[config.mk]
export PLATFORM = sky130hd
export DESIGN_NAME = tcl_loop
export DESIGN_NICKNAME = d
export VERILOG_FILES = /design/src/design/tcl_pkg.sv /design/src/design/tcl_loop.sv
export VERILOG_INCLUDE_DIRS = /design/src /design/src/design
export SDC_FILE = /design/constraint.sdc
export NUM_CORES = 1
export LEC_CHECK = 0
export ABC_AREA = 0
export BUFFER_PORTS_ARGS = -buffer_cell sky130_fd_sc_hd__buf_4
export CORE_AREA = 2 2 339 341
export DETAILED_ROUTE_END_ITERATION = 8
export DIE_AREA = 0 0 341 343
export PLACE_DENSITY_LB_ADDON = 0.05
export SLEW_MARGIN = 5
export SYNTH_ARGS = -nofsm -noshare
export SYNTH_HDL_FRONTEND = slang
export SYNTH_SLANG_ARGS = --single-unit
[constraint.sdc]
create_clock -name mclk -period 23 [get_ports mclk]
set_clock_uncertainty 0.2 [all_clocks]
set_input_delay 2.3 -clock mclk [delete_from_list [all_inputs] [get_ports mclk]]
set_output_delay 2.3 -clock mclk [all_outputs]
set_load 0.02 [all_outputs]
[src/design/tcl_consts.svh]
`ifndef TCL_CONSTS_SVH
`define TCL_CONSTS_SVH
// register byte addresses
`define TCL_ADR_CMD 8'h00
`define TCL_ADR_STAT 8'h04
`define TCL_ADR_CNT 8'h08
// command register fields
`define TCL_CMD_CLOSE 0
`define TCL_CMD_OPEN 1
`define TCL_CMD_TYPE_LSB 2
`define TCL_CMD_RATE_LSB 5
`define TCL_CMD_CHAN_LSB 8
// status register fields
`define TCL_ST_CLOSED 0
`define TCL_ST_TYPE_LSB 2
`define TCL_ST_RATE_LSB 5
`define TCL_ST_CHAN_LSB 8
`define TCL_ST_TCH 12
`define TCL_ST_CRUN 13
`define TCL_ST_CARD 14
// reset values
`define TCL_RST_WORD 32'h0000_0000
`define TCL_RST_CNT 16'h0000
// frame and burst sizes
`define TCL_SPEECH_BITS 260
`define TCL_EFS_BITS 244
`define TCL_BURST_BITS 114
// burst loop timing, in traffic frames
`define TCL_RTD_FRAMES 4'h5
`define TCL_BUF_DEPTH 4'h8
`define TCL_REPORT_FRAMES 7'h68
`endif

[src/design/tcl_pkg.sv]
package tcl_pkg;
`include "tcl_consts.svh"
   typedef enum logic [2:0] {
      TCL_LOOP_A = 3'b000, TCL_LOOP_B = 3'b001, TCL_LOOP_C = 3'b010,
      TCL_LOOP_D = 3'b011, TCL_LOOP_E = 3'b100, TCL_LOOP_F = 3'b101
   } tcl_loop_e;
   typedef enum logic [1:0] {
      TCL_RATE_FS = 2'b00, TCL_RATE_HS = 2'b01, TCL_RATE_EFS = 2'b10
   } tcl_rate_e;
   typedef enum logic {TCL_OPEN = 1'b0, TCL_CLOSED = 1'b1} tcl_state_e;
   typedef enum logic [1:0] {
      TCL_DROP = 2'b00, TCL_PASS = 2'b01, TCL_ZERO = 2'b10
   } tcl_act_e;
   typedef enum logic [1:0] {
      TCL_BK_TCH = 2'b00, TCL_BK_SACCH = 2'b01, TCL_BK_IDLE = 2'b10
   } tcl_bkind_e;
   // decoded downlink speech or data frame
   typedef struct packed {
      logic valid;
      logic [2:0] chan;
      logic bfi;
      logic ufi;
      logic facch;
      logic [1:0] sid;
      logic [`TCL_SPEECH_BITS-1:0] bits;
   } tcl_dl_frame_s;
   // frame for the channel encoder
   typedef struct packed {
      logic valid;
      logic [`TCL_SPEECH_BITS-1:0] bits;
   } tcl_ul_frame_s;
   // deciphered burst payload, stealing flags excluded
   typedef struct packed {
      logic valid;
      logic [2:0] chan;
      tcl_bkind_e kind;
      logic [`TCL_BURST_BITS-1:0] bits;
   } tcl_burst_s;
endpackage

[src/design/tcl_loop.sv]
`timescale 1ns/100ps
`include "tcl_consts.svh"
// How it works
// close ignored without traffic or when closed
// close chosen loop, acknowledge to simulator
// simulator times close until acknowledge
// loop A passes good and data frames
// full and half rate loop 260 bits
// enhanced full rate loops 244 bits
// loop A sends zeros for bad frames
// loop A FACCH frames not looped
// loop B passes every speech frame
// simulator avoids downlink FACCH in loop B
// loop C returns 114 burst bits
// loop C ignores midamble quality
// loop C never loops SACCH or idle
// loop C running within 104 frames
// loop C fixed delay below 26
// uplink SACCH keeps its frame position
// loop D half rate passes reliable frames
// loop D zeros bad, unreliable, FACCH
// loop E passes SID 2,1; zeros 0
// loops E, F zero FACCH frames
// loop F passes only clean SID 2
// open command opens closed loop only
// settings cleared on reset, release, card
module tcl_loop (
   input wire logic mclk,
   input wire logic reset_n,
   input wire logic wb_cyc_i,
   input wire logic wb_stb_i,
   input wire logic wb_we_i,
   input wire logic [7:0] wb_adr_i,
   input wire logic [3:0] wb_sel_i,
   input wire logic [31:0] wb_dat_i,
   output logic [31:0] wb_dat_o,
   output logic wb_ack_o,
   input wire logic tch_active,
   input wire logic call_release,
   input wire logic card_present,
   input wire logic frame_tick,
   input wire tcl_pkg::tcl_dl_frame_s dl_frame,
   output tcl_pkg::tcl_ul_frame_s ul_frame,
   input wire tcl_pkg::tcl_burst_s dl_burst,
   input wire logic ul_slot,
   output tcl_pkg::tcl_burst_s ul_burst,
   output logic close_ack,
   output logic open_ack_c,
   output logic loop_closed
);
   import tcl_pkg::*;

   localparam logic [`TCL_SPEECH_BITS-1:0] EFS_MASK =
      {{(`TCL_SPEECH_BITS-`TCL_EFS_BITS){1'b0}}, {`TCL_EFS_BITS{1'b1}}};

   tcl_state_e state_reg;
   tcl_loop_e type_reg;
   tcl_rate_e rate_reg;
   logic [2:0] chan_reg;
   logic [15:0] pass_cnt_reg;
   logic [15:0] zero_cnt_reg;
   logic [`TCL_BURST_BITS-1:0] bst_mem [0:7];
   logic [2:0] wr_ptr_reg;
   logic [2:0] rd_ptr_reg;
   logic [3:0] fill_reg;
   logic [3:0] fill_next;
   logic c_run_reg;
   logic [6:0] frm_cnt_reg;
   logic wr_cmd;
   logic cmd_close;
   logic cmd_open;
   logic drop_all;
   logic type_ok;
   logic close_ok;
   logic open_ok;
   logic c_on;
   logic dl_take;
   logic ul_take;
   tcl_act_e act;
   logic [`TCL_SPEECH_BITS-1:0] pass_mask;
   logic [31:0] stat_word;
   logic [2:0] cmd_type;

   // decide what a downlink frame becomes on the uplink
   function automatic tcl_act_e frame_act(input tcl_loop_e lp,
                                          input tcl_rate_e rt,
                                          input tcl_dl_frame_s f);
      tcl_act_e a;
      a = TCL_DROP;
      case (lp)
         TCL_LOOP_A: begin
            // FACCH not looped
            if (f.facch)
               a = TCL_DROP;
            // bad frame zeroed
            else if (f.bfi)
               a = TCL_ZERO;
            // good frame looped
            else
               a = TCL_PASS;
         end
         TCL_LOOP_B: begin
            // no erasure signalling
            a = f.facch ? TCL_DROP : TCL_PASS;
         end
         TCL_LOOP_D: begin
            // reliable only
            if (rt != TCL_RATE_HS)
               a = TCL_DROP;
            else if (f.facch || f.bfi || f.ufi)
               a = TCL_ZERO;
            else
               a = TCL_PASS;
         end
         TCL_LOOP_E: begin
            // SID 0 and FACCH zeroed
            if (rt != TCL_RATE_HS)
               a = TCL_DROP;
            else if (f.facch || f.sid == 2'h0)
               a = TCL_ZERO;
            else
               a = TCL_PASS;
         end
         TCL_LOOP_F: begin
            // valid SID only
            if (rt != TCL_RATE_HS)
               a = TCL_DROP;
            else if (!f.facch && f.sid == 2'h2 && !f.bfi && !f.ufi)
               a = TCL_PASS;
            else
               a = TCL_ZERO;
         end
         default: a = TCL_DROP;
      endcase
      return a;
   endfunction

   // bus decode: a write commits at the edge where ack is high
   assign wr_cmd = wb_cyc_i && wb_stb_i && wb_we_i && wb_ack_o &&
                   wb_adr_i == `TCL_ADR_CMD && wb_sel_i[0];
   assign cmd_close = wr_cmd && wb_dat_i[`TCL_CMD_CLOSE];
   assign cmd_open = wr_cmd && wb_dat_i[`TCL_CMD_OPEN];
   assign cmd_type = wb_dat_i[`TCL_CMD_TYPE_LSB +: 3];
   assign type_ok = cmd_type <= 3'h5;
   assign drop_all = call_release || !card_present;
   // refuse when idle or closed
   assign close_ok = cmd_close && tch_active && type_ok && !drop_all &&
                     state_reg == TCL_OPEN;
   // open only when closed
   assign open_ok = cmd_open && !drop_all && state_reg == TCL_CLOSED;

   // loop state and stored settings
   always_ff @(posedge mclk) begin
      // clear settings
      if (!reset_n || drop_all) begin
         state_reg <= TCL_OPEN;
         type_reg <= TCL_LOOP_A;
         rate_reg <= TCL_RATE_FS;
         chan_reg <= 3'h0;
      // open the loop
      end else if (open_ok) begin
         state_reg <= TCL_OPEN;
         type_reg <= TCL_LOOP_A;
         rate_reg <= TCL_RATE_FS;
         chan_reg <= 3'h0;
      // close requested loop
      end else if (close_ok) begin
         state_reg <= TCL_CLOSED;
         type_reg <= tcl_loop_e'(cmd_type);
         rate_reg <= tcl_rate_e'(wb_dat_i[`TCL_CMD_RATE_LSB +: 2]);
         chan_reg <= wb_sel_i[1] ? wb_dat_i[`TCL_CMD_CHAN_LSB +: 3] : 3'h0;
      end
   end

   // acknowledge pulses and the loop_closed level toward the message layer
   always_ff @(posedge mclk) begin
      if (!reset_n) begin
         close_ack <= 1'b0;
         open_ack_c <= 1'b0;
         loop_closed <= 1'b0;
      end else begin
         // close acknowledge
         close_ack <= close_ok;
         open_ack_c <= open_ok && type_reg == TCL_LOOP_C;
         loop_closed <= (state_reg == TCL_CLOSED) && !drop_all &&
                        !open_ok || close_ok;
      end
   end

   // frame loops A, B, D, E, F
   assign act = frame_act(type_reg, rate_reg, dl_frame);
   // looped frame width
   assign pass_mask = (rate_reg == TCL_RATE_EFS) ? EFS_MASK : '1;

   always_ff @(posedge mclk) begin
      if (!reset_n) begin
         ul_frame <= '0;
      end else begin
         ul_frame.valid <= 1'b0;
         if (state_reg == TCL_CLOSED && dl_frame.valid &&
             dl_frame.chan == chan_reg && act != TCL_DROP) begin
            ul_frame.valid <= 1'b1;
            ul_frame.bits <= (act == TCL_PASS) ?
                             (dl_frame.bits & pass_mask) : '0;
         end
      end
   end

   // looped and zeroed frame counters, cleared on each close
   always_ff @(posedge mclk) begin
      if (!reset_n || close_ok) begin
         pass_cnt_reg <= `TCL_RST_CNT;
         zero_cnt_reg <= `TCL_RST_CNT;
      end else if (ul_frame.valid) begin
         if (ul_frame.bits == '0)
            zero_cnt_reg <= zero_cnt_reg + 16'h0001;
         else
            pass_cnt_reg <= pass_cnt_reg + 16'h0001;
      end
   end

   // burst loop C: traffic bursts only, midamble not inspected
   assign c_on = state_reg == TCL_CLOSED && type_reg == TCL_LOOP_C;
   // take traffic bursts
   assign dl_take = c_on && dl_burst.valid && dl_burst.kind == TCL_BK_TCH &&
                    dl_burst.chan == chan_reg && fill_reg != `TCL_BUF_DEPTH;
   // uplink slots skip SACCH
   assign ul_take = c_on && c_run_reg && ul_slot && fill_reg != 4'h0;
   assign fill_next = fill_reg + {3'h0, dl_take} - {3'h0, ul_take};

   // burst store, data only
   always_ff @(posedge mclk) begin
      if (dl_take)
         bst_mem[wr_ptr_reg] <= dl_burst.bits;
   end

   // pointers and fill level
   always_ff @(posedge mclk) begin
      if (!reset_n || !c_on) begin
         wr_ptr_reg <= 3'h0;
         rd_ptr_reg <= 3'h0;
         fill_reg <= 4'h0;
      end else begin
         wr_ptr_reg <= wr_ptr_reg + {2'h0, dl_take};
         rd_ptr_reg <= rd_ptr_reg + {2'h0, ul_take};
         fill_reg <= fill_next;
      end
   end

   // start after fixed delay
   always_ff @(posedge mclk) begin
      if (!reset_n || !c_on)
         c_run_reg <= 1'b0;
      else if (fill_reg == `TCL_RTD_FRAMES)
         c_run_reg <= 1'b1;
   end

   // frames since close, until the burst loop runs
   always_ff @(posedge mclk) begin
      if (!reset_n || !c_on || c_run_reg)
         frm_cnt_reg <= 7'h00;
      else if (frame_tick && frm_cnt_reg != 7'h7F)
         frm_cnt_reg <= frm_cnt_reg + 7'h01;
   end

   // uplink burst toward the burst formatter
   always_ff @(posedge mclk) begin
      if (!reset_n) begin
         ul_burst <= '0;
      end else begin
         ul_burst.valid <= ul_take;
         ul_burst.kind <= TCL_BK_TCH;
         ul_burst.chan <= chan_reg;
         if (ul_take)
            ul_burst.bits <= bst_mem[rd_ptr_reg];
      end
   end

   // status word
   always_comb begin
      stat_word = `TCL_RST_WORD;
      stat_word[`TCL_ST_CLOSED] = state_reg == TCL_CLOSED;
      stat_word[`TCL_ST_TYPE_LSB +: 3] = type_reg;
      stat_word[`TCL_ST_RATE_LSB +: 2] = rate_reg;
      stat_word[`TCL_ST_CHAN_LSB +: 3] = chan_reg;
      stat_word[`TCL_ST_TCH] = tch_active;
      stat_word[`TCL_ST_CRUN] = c_run_reg;
      stat_word[`TCL_ST_CARD] = card_present;
   end

   // wishbone slave: one wait state, unmapped reads give zero
   always_ff @(posedge mclk) begin
      if (!reset_n) begin
         wb_ack_o <= 1'b0;
         wb_dat_o <= `TCL_RST_WORD;
      end else begin
         wb_ack_o <= wb_cyc_i && wb_stb_i && !wb_ack_o;
         wb_dat_o <= `TCL_RST_WORD;
         if (wb_cyc_i && wb_stb_i && !wb_ack_o && !wb_we_i) begin
            case (wb_adr_i)
               `TCL_ADR_STAT: wb_dat_o <= stat_word;
               `TCL_ADR_CNT: wb_dat_o <= {zero_cnt_reg, pass_cnt_reg};
               default: wb_dat_o <= `TCL_RST_WORD;
            endcase
         end
      end
   end

   // checks on the loop behaviour
   property p_close_refused;
      @(posedge mclk) disable iff (!reset_n)
      cmd_close && (state_reg == TCL_CLOSED || !tch_active)
      |=> !close_ack && $stable(type_reg);
   endproperty
   a_close_refused: assert property (p_close_refused)
      else $error("close accepted while refused");

   property p_close_taken;
      @(posedge mclk) disable iff (!reset_n)
      close_ok |=> close_ack && loop_closed ##1 !close_ack;
   endproperty
   a_close_taken: assert property (p_close_taken)
      else $error("close not taken or not acknowledged");

   property p_efs_width;
      @(posedge mclk) disable iff (!reset_n)
      ul_frame.valid && rate_reg == TCL_RATE_EFS |->
      ul_frame.bits[`TCL_SPEECH_BITS-1:`TCL_EFS_BITS] == '0;
   endproperty
   a_efs_width: assert property (p_efs_width)
      else $error("enhanced frame wider than allowed");

   property p_a_bad_zero;
      @(posedge mclk) disable iff (!reset_n)
      c_on == 1'b0 && state_reg == TCL_CLOSED && type_reg == TCL_LOOP_A &&
      dl_frame.valid && dl_frame.chan == chan_reg && dl_frame.bfi &&
      !dl_frame.facch && !drop_all && !open_ok
      |=> ul_frame.valid && ul_frame.bits == '0;
   endproperty
   a_a_bad_zero: assert property (p_a_bad_zero)
      else $error("bad frame in loop A not zeroed");

   property p_b_pass;
      @(posedge mclk) disable iff (!reset_n)
      state_reg == TCL_CLOSED && type_reg == TCL_LOOP_B &&
      dl_frame.valid && !dl_frame.facch && dl_frame.chan == chan_reg
      |=> ul_frame.valid && ul_frame.bits[`TCL_EFS_BITS-1:0] ==
      $past(dl_frame.bits[`TCL_EFS_BITS-1:0]);
   endproperty
   a_b_pass: assert property (p_b_pass)
      else $error("loop B frame not passed");

   property p_c_only_tch;
      @(posedge mclk) disable iff (!reset_n)
      ul_burst.valid |-> $past(c_on) && ul_burst.kind == TCL_BK_TCH;
   endproperty
   a_c_only_tch: assert property (p_c_only_tch)
      else $error("burst sent outside loop C");

   property p_c_start;
      @(posedge mclk) disable iff (!reset_n)
      c_on && !c_run_reg |-> frm_cnt_reg <= `TCL_REPORT_FRAMES;
   endproperty
   a_c_start: assert property (p_c_start)
      else $error("loop C not running within report period");

   property p_c_delay;
      @(posedge mclk) disable iff (!reset_n)
      c_run_reg |-> fill_reg <= `TCL_RTD_FRAMES;
   endproperty
   a_c_delay: assert property (p_c_delay)
      else $error("loop C delay exceeds declared value");

   property p_d_zero;
      @(posedge mclk) disable iff (!reset_n)
      state_reg == TCL_CLOSED && type_reg == TCL_LOOP_D &&
      rate_reg == TCL_RATE_HS && dl_frame.valid &&
      dl_frame.chan == chan_reg && (dl_frame.ufi || dl_frame.facch)
      |=> ul_frame.valid && ul_frame.bits == '0;
   endproperty
   a_d_zero: assert property (p_d_zero)
      else $error("loop D unreliable frame not zeroed");

   property p_f_sid1;
      @(posedge mclk) disable iff (!reset_n)
      state_reg == TCL_CLOSED && type_reg == TCL_LOOP_F &&
      rate_reg == TCL_RATE_HS && dl_frame.valid &&
      dl_frame.chan == chan_reg && dl_frame.sid == 2'h1
      |=> ul_frame.valid && ul_frame.bits == '0;
   endproperty
   a_f_sid1: assert property (p_f_sid1)
      else $error("loop F invalid SID not zeroed");

   property p_open;
      @(posedge mclk) disable iff (!reset_n)
      open_ok |=> state_reg == TCL_OPEN ##1 !loop_closed;
   endproperty
   a_open: assert property (p_open)
      else $error("loop not opened by command");

   property p_release;
      @(posedge mclk) disable iff (!reset_n)
      call_release |=> state_reg == TCL_OPEN && type_reg == TCL_LOOP_A &&
      chan_reg == 3'h0;
   endproperty
   a_release: assert property (p_release)
      else $error("settings kept after call release");

endmodule

==> key figures, run 1 <==
Status
  – Status: complete, no violations

Clock tree
  – Reg clk slew, reported paths: roughly 0.060 ns
  – Clk_lat worst skew: 0.74 ns
  – CTS tree: built
  – CTS Hold Buffers Added: 0
  – Max Root-Sink Buffers: 3
  – Clk sinks: 1379
  – Total CTS buffers: 145
  – Post-CTS Setup Repair Bufs: 0
  – H-tree depth: 4
  – Gates resized, CTS repair: 0
  – Root buffer cell: clkbuf_16

Worst setup path
  – Worst Path Arrival: roughly 7.0 ns
  – Kind of critical path: input port to flop
  – WP data required: between 20 and 25 ns
  – CP endpoint kind: flop
  – Critical path peak fanout: 90
  – Reg2Reg Launch Point: chan_reg[0]
  – Crit path from: dl_frame[265]
  – Worst setup SP type: input port

Pwr
  – Gate power share: between 1.5 and 2%
  – Reg power frac: between 50% and 60%
  – Psw: 0.00100 W
  – Static leakage: 21.8 nW
  – Clock Power Share: 45.2%
  – Peak supply drop: ~0.077 mV
  – Cell-internal power: 0.00398 W
  – Sw frac: 20.1%
  – PwrDens: 79.9 nW/um^2

Floorplan
  – Io pins: 860
  – Vert. Die Dim: 343 microns
  – Total number of placement rows: 124
  – Initial Utilization: ~44%
  – Core area: around 110000 sq um
  – Die width: 341 microns
  – Die area: approximately 120000 sq um

Yosys
  – Synth Register Bits: around 1400
  – Synth unique cells: 56
  – EDFF count, synth: 912
  – Yosys warning count: 0
  – Mapped Avg Cell Area: ~18 sq um
  – Async SR Flop Fraction: 0%
  – Netlist Area Pre-Place: 50000 sq um
  – Sequential share of the synthesized area: 73.5%
  – Syn Inst Count: 2810
  – Synth Flop Type: edfxtp_1

Final layout
  – Layout area overhead: 24.8%
  – Leading registers by flop count: bst_mem: 912 flops, ul_frame: 261 flops, ul_burst: 118 flops
  – Max FFs per register: roughly 910
  – Util after Layout: 55.0%
  – Layout Nets: 4102
  – Top reg by flops: bst_mem
  – Fraction of layout cells with a size suffix above 1: approximately a third

Timing
  – Final setup vio count: 0
  – Fin Setup TNS: 0 ns
  – Fmax: between 0.15 and 0.2 GHz
  – Worst relative slew slack: 23.6%
  – RSZ-0062 raised after global routing: no
  – Final Cycle Share: 28.4%
  – Tmin final: 6.53 ns
  – Hold Fails Final Rpt: 0
  – Least-Margin Pin Slew: 1.14 ns
  – Slew Viols, Final: 0

GRT
  – Gr usage total: approximately 28%
  – Antenna violations before repair: 24
  – First-pass GRT wire length: between 200000 and 250000 microns
  – Total grt overflow: 0
  – Vias in the first global route: 29700
  – Largest net degree at the start of global routing: 201

Routing
  – First DRT Iteration DRCs: 2077
  – Wire per inst: 31.1 microns
  – Pre-antenna DRT Iters: 7
  – Vias: 29700
  – Via density: 5.62
  – Routed Antenna Nets: 0
  – Routed wire length: 164000 microns
  – DR DRC count: 0

Place
  – Hpwl dp: ~110000 microns
  – GPL Wtd Cong: 1.01
  – Port Buf Inserts: 832

Worst hold path
  – Worst Min Path Start: pass_cnt_reg[15]
  – Hold WC Path Type: flop to flop

Run
  – Max cap viols: 0
==> path summary, 6_finish.rpt <==
| check | endpoint | slack (ns) | cells after the start |
|---|---|---|---|
| max | ul_frame[48] | 16.47 | 10 |
| min reg2reg | pass_cnt_reg[15] | 0.28 | 2 |
| max reg2reg | ul_frame[48] | 17.63 | 9 |
| min | pass_cnt_reg[15] | 0.28 | 2 |
==> worst max-delay path: stages <==
cell and delay, ns:
buf_4 0.11, xnor2_1 0.13, nand3_1 0.15, or4_1 0.53, or2_1 0.30, nor2_4 0.77, buf_4 0.89, buf_4 0.82
buf_4 0.62, a22o_1 0.22
==> cell type report <==
cell class	instances	area, sq um
clock buffer	213	4150
tap	1512	1890
inverter	20	77.6
multi-input combinational	1236	12400
antenna	8	20.0
sequential	1379	36700
clock inverter	53	445
timing repair buffer	863	6600
fill	9062	51000
==> synthesized netlist by cell type, types with 21 or more instances <==
cell,n,area share (%)
nand4_1,21,0.26
nor2_1,185,1.4
edfxtp_1,912,55
buf_2,47,0.47
nand3_1,22,0.22
nor4_1,74,0.93
a22o_1,260,4.6
a211oi_1,116,1.7
dfxtp_1,467,19
nand2_1,26,0.20
mux4_2,228,10
clkbuf_1,104,0.78
mux2i_1,123,2.5
and2_1,23,0.29
==> layout by cell type (no fill, tap or decap), types with 4 or more instances in the layout <==
cell type and instances:
nor3_1 7, clkbuf_8 14, ha_1 13, nor3_2 4
nand2b_1 12, nor4_1 74, a211oi_1 116, mux4_2 228
a22o_1 260, dfxtp_1 464, or4_1 9, o211ai_1 7
clkbuf_1 48, clkinv_8 4, a22oi_1 12, buf_12 10
o31ai_1 6, bufinv_16 4, and3_1 10, nor2_4 7
buf_4 853, inv_1 19, clkinv_1 15, a31oi_1 5
a21oi_1 18, and2_1 22, xnor2_1 12, nand4_1 21
diode_2 8, xor2_1 9, mux2i_1 123, clkbuf_16 151
nand3_1 22, edfxtp_1 912, nor2_1 179, a31o_2 6
nand2_1 26, clkinv_2 24
==> cells by family after synthesis <==
family / after synthesis / synth area share, %
compound gates: 442 / 7.21
xor+xnor: 21 / 0.368
fa+ha+maj: 14 / 0.366
buf+inv: 196 / 1.75
flops: 1379 / 73.5
mux: 351 / 12.7
other cells: 1 / 0.00750
simple gates: 406 / 4.05
==> metrics by stage <==
step	hold slack, ns	power (W)	worst slack [ns]	instance area, sq um	instances
2_1_floorplan	0.244	0.00270	11.22	50000	2811
3_5_place_dp	0.268	0.00278	15.84	57800	5010
5_1_grt	0.292	0.00513	16.27	62400	5284
6_report	0.277	0.00498	16.47	62400	5284
4_1_cts	0.277	0.00503	16.63	62300	5276
3_3_place_gp	0.253	0.00278	15.90	57800	5010
==> power groups by stage <==
stage	clock [W]	combinational, W	sequential, W
after floorplan	0	0.0000132	0.00269
after global placement	0	0.0000912	0.00269
after detailed placement	0	0.0000953	0.00269
after CTS	0.00230	0.0000958	0.00264
after global routing	0.00240	0.000103	0.00263
final	0.00225	0.0000954	0.00264
==> per-layer routing <==
metal | part of all wire (%) | routed length, microns | up-vias | global-route usage [%]
met1 | 38 | 62900 | 15500 | 33.6
met3 | 6.6 | 10800 | 258 | 6.75
li1 | - | - | 13000 | -
met5 | 0.064 | 105 | - | 0
met4 | 4.9 | 8010 | 16 | 13.4
met2 | 50 | 82700 | 933 | 46.3
Note: power is estimated with default switching activity, not from simulation.
==> run 2, diff against run 1 <==
clock period = 6.6 ns   (was 23 ns; I/O delays follow)
==> run 2 against run 1 <==
Worst hold slack got worse by 0.22 ns. Largest cell class unchanged. Global-route usage about the same. Wire length increased by 0.30%. Largest power group unchanged. Sequential share of layout area decreased by 3.8 points. Sequential power increased to 3.5 times the previous value.
==> key figures, run 2 (synthesis gave the netlist of run 1 again) <==
Clock tree
  – Total CTS buffers: 150
  – H-tree depth: 4
  – Gates resized, CTS repair: 0
  – Clk_lat worst skew: ~0.76 ns
  – Root buffer cell: clkbuf_16
  – CTS tree: built
  – Max Root-Sink Buffers: 3
  – Clk sinks: about 1400
  – Reg clk slew, reported paths: 0.06 ns

GRT
  – First-pass GRT wire length: between 200000 and 250000 microns
  – Gr usage total: 27.6%
  – Vias in the first global route: ~31000
  – Total grt overflow: 0
  – Antenna violations before repair: 22
  – Largest net degree at the start of global routing: roughly 190

Worst setup path
  – Kind of critical path: flop to flop
  – Top cell family by delay on the critical path: simple AND/OR/NAND/NOR gates
  – Slowest CP cell: a2111oi_2
  – Critical path peak fanout: 88
  – Slowest cell delay on critical path: 0.59 ns
  – Worst Path Arrival: 4.08 ns
  – CP endpoint kind: flop
  – CP most frequent cell: nand2_1
  – CP Cell Sequence: inv_1, nor4b_2, buf_4, nand2_1, a2111oi_2, nand2_1, nor2_4, buf_12
  – WP data required: 6.79 ns
  – CP Buf/Inv Count: 3
  – Worst setup SP type: flop

Floorplan
  – Core area: 113000 sq um
  – Vert. Die Dim: between 300 and 400 microns
  – Io pins: 860
  – Total number of placement rows: 124
  – Die width: 341 microns
  – Die area: 117000 sq um
  – Initial Utilization: 44.1%

Timing
  – Slew Viols, Final: 0
  – Worst relative slew slack: 18.7%
  – Hold Fails Final Rpt: 0
  – Fmax: 0.257 GHz
  – Fin Setup TNS: 0 ns
  – Final setup vio count: 0
  – Final Cycle Share: 58.9%
  – Tmin final: 3.89 ns
  – Least-Margin Pin Slew: around 1.2 ns
  – RSZ-0062 raised after global routing: no

Routing
  – Wire per inst: 28.9 microns
  – Pre-antenna DRT Iters: 8
  – Routed wire length: 165000 microns
  – Routed Antenna Nets: 0
  – DR DRC count: 0
  – Vias: roughly 31000
  – First DRT Iteration DRCs: ~2100
  – Via density: 5.49

Pwr
  – PwrDens: 266 nW/um^2
  – Design Power: between 0.015 and 0.02 W
  – Peak supply drop: 0.236 mV
  – Static leakage: 23.6 nW

Run
  – Max cap viols: 0

Place
  – Port Buf Inserts: 832
  – Hpwl dp: 110000 microns
  – GPL Wtd Cong: 1.01

Final layout
  – Commonest cells after routing, fill and taps aside: 912 x edfxtp_1, 862 x buf_4, 464 x dfxtp_1, 387 x dlygate4sd3_1, 260 x a22o_1
  – Max FFs per register: 912
  – Commonest non-fill, non-tap cell in the layout: edfxtp_1
  – Top reg by flops: bst_mem
  – Layout Nets: about 4500
  – Fraction of layout cells with a size suffix above 1: 32.3%
  – Leading registers by flop count: bst_mem: 912 flops, ul_frame: 261 flops, ul_burst: 118 flops
  – Layout area overhead: 33.3%

Status
  – Status: complete, no violations

Worst hold path
  – Hold WC Path Type: input port to flop
run 2: repair_timing:
item,CTS,global route
buffers inserted,0,0
hold endpoints to repair,1182,0
hold buffers,387,0
setup endpoints to repair,0,0
run 2: final timing paths:
kind | startpoint | to | slack, ns | cells past startpoint
worst max-delay path | state_reg | bst_mem[3][83] | 2.71 | 8
worst min-delay path | wb_dat_i[10] | chan_reg[2] | 0.06 | 5
worst max register to register | state_reg | bst_mem[3][83] | 2.71 | 8
worst min register to register | wb_ack_o | wb_ack_o | 0.28 | 1
run 2: worst min-delay path: stages:
cell     delay (ns)
buf_4          0.08
nand2_1        0.04
nor2_1         0.08
a21oi_1        0.05
nor2_1         0.07
run 2: cell type report:
class / instances / area, sq um
inverters: 20 / 77.6
fillers: 8831 / 46800
diodes: 13 / 32.5
repair buffers: 1265 / 10700
flip-flops and latches: 1379 / 36700
clock inverters: 59 / 552
multi-input cells: 1236 / 12400
well taps: 1512 / 1890
clock buffers: 215 / 4220
run 2: per-layer routing:
| metal | vias up | wire, microns | GRT usage [%] |
|---|---|---|---|
| li1 | 13900 | - | - |
| met1 | 16100 | 65000 | 34.3 |
| met2 | 1080 | 81400 | 46.1 |
| met3 | 265 | 10000 | 6.06 |
| met4 | 6 | 8490 | 13.1 |
| met5 | - | 39 | 0 |
run 2: through the flow:
stage / cell area, sq um / setup slack [ns] / cells / hold WS [ns] / utilization [%]
after floorplan: 50000 / -0.629 / 2811 / 0.244 / -
after global placement: 58000 / 2.49 / 5025 / 0.257 / 51.1
after detailed placement: 58000 / 2.53 / 5025 / 0.269 / 51.1
after CTS: 66600 / 2.66 / 5686 / 0.0202 / 58.7
after global routing: 66600 / 2.47 / 5695 / 0.0417 / 58.7
final: 66600 / 2.71 / 5699 / 0.0587 / 58.8
run 2: where the power goes:
group	switching [W]	internal (W)
Clock	0.00347	0.00454
Combinational	0.000241	0.000315
Sequential	0.000000213	0.00919
==> run 3, diff against run 2 <==
clock period = 3.4 ns   (was 6.6 ns; I/O delays follow)
==> run 3 against run 2 <==
Worst setup slack got worse by 2.7 ns. First-iteration DRC count is 11% higher. Sequential power up 94%. Global-route usage up 0.11 points. Fmax is 16% higher. Via count increased by 1.7%. Die area stayed put. Largest power group unchanged. Highest routed layer unchanged.
==> key figures, run 3 (synthesis gave the netlist of run 1 again) <==
Worst setup path
  – R2R Path End: zero_cnt_reg[4]
  – Kind of critical path: flop to flop
  – Reg2Reg Launch Point: ul_frame[151]
  – Worst setup SP type: flop
  – Worst r2r path cells: 10
  – Reg2reg setup slack: a little under 0.05 ns
  – Crit path from: ul_frame[151]
  – WP data required: 3.83 ns
  – CP endpoint kind: flop
  – Worst Path Arrival: 3.78 ns
  – Critical path peak fanout: 9

Final layout
  – Commonest cells after routing, fill and taps aside: 912 x edfxtp_1, 906 x buf_4, 462 x dfxtp_1, 404 x dlygate4sd3_1, 260 x a22o_1
  – Fraction of layout cells with a size suffix above 1: 33.8%
  – Commonest non-fill, non-tap cell in the layout: edfxtp_1
  – Leading registers by flop count: bst_mem: 912 flops, ul_frame: 261 flops, ul_burst: 118 flops
  – Top reg by flops: bst_mem
  – Max FFs per register: roughly 910
  – Number of fill cells: 8635
  – Layout area overhead: 36.1%
  – Design area: 68000 sq um
  – Layout Nets: 4606

GRT
  – Largest net degree at the start of global routing: between 100 and 150
  – Top Usage Layer GRT: met2
  – Gr usage total: 27.7%
  – Vias in the first global route: 32400
  – Met2 GRT Util: between 40% and 50%
  – Total grt overflow: 0
  – First-pass GRT wire length: roughly 230000 microns
  – M3 GR Usage: 5.28%
  – Antenna violations before repair: 22
  – Met1 GRT Util: approximately 34%

Pwr
  – Clock Power Share: 45.7%
  – Psw: 0.00696 W
  – Peak supply drop: around 0.46 mV
  – PwrDens: 513 nW/um^2
  – Static leakage: 24.3 nW
  – Reg power frac: 51.1%
  – Cell-internal power: 0.0279 W
  – Sw frac: 19.9%
  – Gate power share: 3.2%

Status
  – Status: complete, no violations

Floorplan
  – Initial Utilization: around 44%
  – Vert. Die Dim: 343 microns
  – Die area: around 120000 sq um
  – Io pins: 860
  – Die width: around 340 microns
  – Total number of placement rows: 124
  – Core area: 113000 sq um

Run
  – Max cap viols: 0

Place
  – GPL Wtd Cong: just over 1
  – DP Area: 59100 sq um
  – Port Buf Inserts: 832
  – Hpwl dp: around 110000 microns
  – Pre-CTS setup slack: -0.331 ns

Timing
  – Final setup vio count: 0
  – Fmax: 0.298 GHz
  – Hold Fails Final Rpt: 0
  – Least-Margin Pin Slew: between 0.9 and 1 ns
  – Worst relative slew slack: 39.8%
  – Tmin final: 3.35 ns
  – Slew Viols, Final: 0
  – Final Cycle Share: 98.5%
  – RSZ-0062 raised after global routing: no
  – Worst setup margin: 0.0496 ns

Clock tree
  – H-tree depth: 4
  – Clk_lat worst skew: 0.74 ns
  – Clk sinks: 1379
  – Post-CTS Setup Repair Bufs: 0
  – CTS tree: built
  – Reg clk slew, reported paths: 0.06 ns
  – Max Root-Sink Buffers: 3
  – Root buffer cell: clkbuf_16
  – Total CTS buffers: 148

Routing
  – Routed wire length: around 170000 microns
  – DR DRC count: 0
  – Pre-antenna DRT Iters: 6
  – Via density: 5.50
  – Wire per inst: 28.6 microns
  – First DRT Iteration DRCs: 2365
  – Vias: 31800
  – Routed Antenna Nets: 0

Worst hold path
  – Hold WC Path Type: input port to flop
  – Hold path cells: 5
  – Worst Min Path Start: dl_frame[268]
  – Worst hold endpoint: ul_frame[260]
run 3: cell count changes in the layout (fill, tap and decap cells not counted), moves of 4 or more:
cell	delta
bufinv_16	+8
diode_2	-9
clkinv_16	-7
buf_4	+44
dlygate4sd3_1	+17
buf_12	+38
nor4_1	-4
clkbuf_16	+4
run 3: per-stage QoR:
step	cells	utilization (%)	total power [W]	TNS [ns]	hold slack [ns]
CTS	5783	60.0	0.0352	0	0.0136
floorplan	2811	-	0.0183	-626.06	0.239
detailed placement	5107	52.1	0.0189	-5.96	0.253
global placement	5107	52.1	0.0188	-17.81	0.253
global route	5785	60.0	0.0359	0	0.0805
finish	5787	60.0	0.0349	0	0.0791
run 3: critical path: stages, from the launching register on:
cell and delay, ns:
dfxtp_1 0.43, nor4_1 0.58, nand4_1 0.34, nor4_1 0.43
buf_4 0.18, nand4_1 0.09, buf_4 0.23, nor4b_1 0.26
buf_4 0.18, a211oi_1 0.07, a31o_2 0.25
run 3: what timing repair did:
action,in CTS,in global routing
setup endpoints to repair,32,4
pin swaps,0,1
gates resized for setup,2,3
endpoints found under the hold margin,1214,0
hold buffers,404,0
run 3: worst max-delay path by stage:
stage | end | cells past startpoint
finish | zero_cnt_reg[4] | 10
global route | zero_cnt_reg[8] | 9
CTS | zero_cnt_reg[4] | 9
detailed placement | zero_cnt_reg[4] | 10
global placement | zero_cnt_reg[8] | 9
floorplan | bst_mem[1][0] | 5
run 3: per-layer routing:
layer / wire length [microns] / part of all wire [%]
met1: 64600 / 39
met2: 82100 / 50
met3: 9380 / 5.7
met4: 9270 / 5.6
met5: 179 / 0.11
run 3: power groups by stage:
stage               Clock (W)  Combinational (W)  Sequential (W)
floorplan                   0          0.0000897          0.0182
global placement            0           0.000641          0.0182
detailed placement          0           0.000668          0.0182
CTS                    0.0163            0.00110          0.0178
global route           0.0169            0.00117          0.0178
finish                 0.0160            0.00111          0.0178
run 3: final cells by class:
| type | count | area (sq um) | share of cell area (%) |
|---|---|---|---|
| Tap cell | 1512 | 1890 | 2.78 |
| Sequential cell | 1379 | 36700 | 54.0 |
| Multi-Input combinational cell | 1236 | 12500 | 18.4 |
| Inverter | 20 | 77.6 | 0.114 |
| Clock inverter | 55 | 558 | 0.820 |
| Antenna cell | 4 | 10.0 | 0.0147 |
| Clock buffer | 217 | 4300 | 6.32 |
| Timing Repair Buffer | 1364 | 11900 | 17.5 |
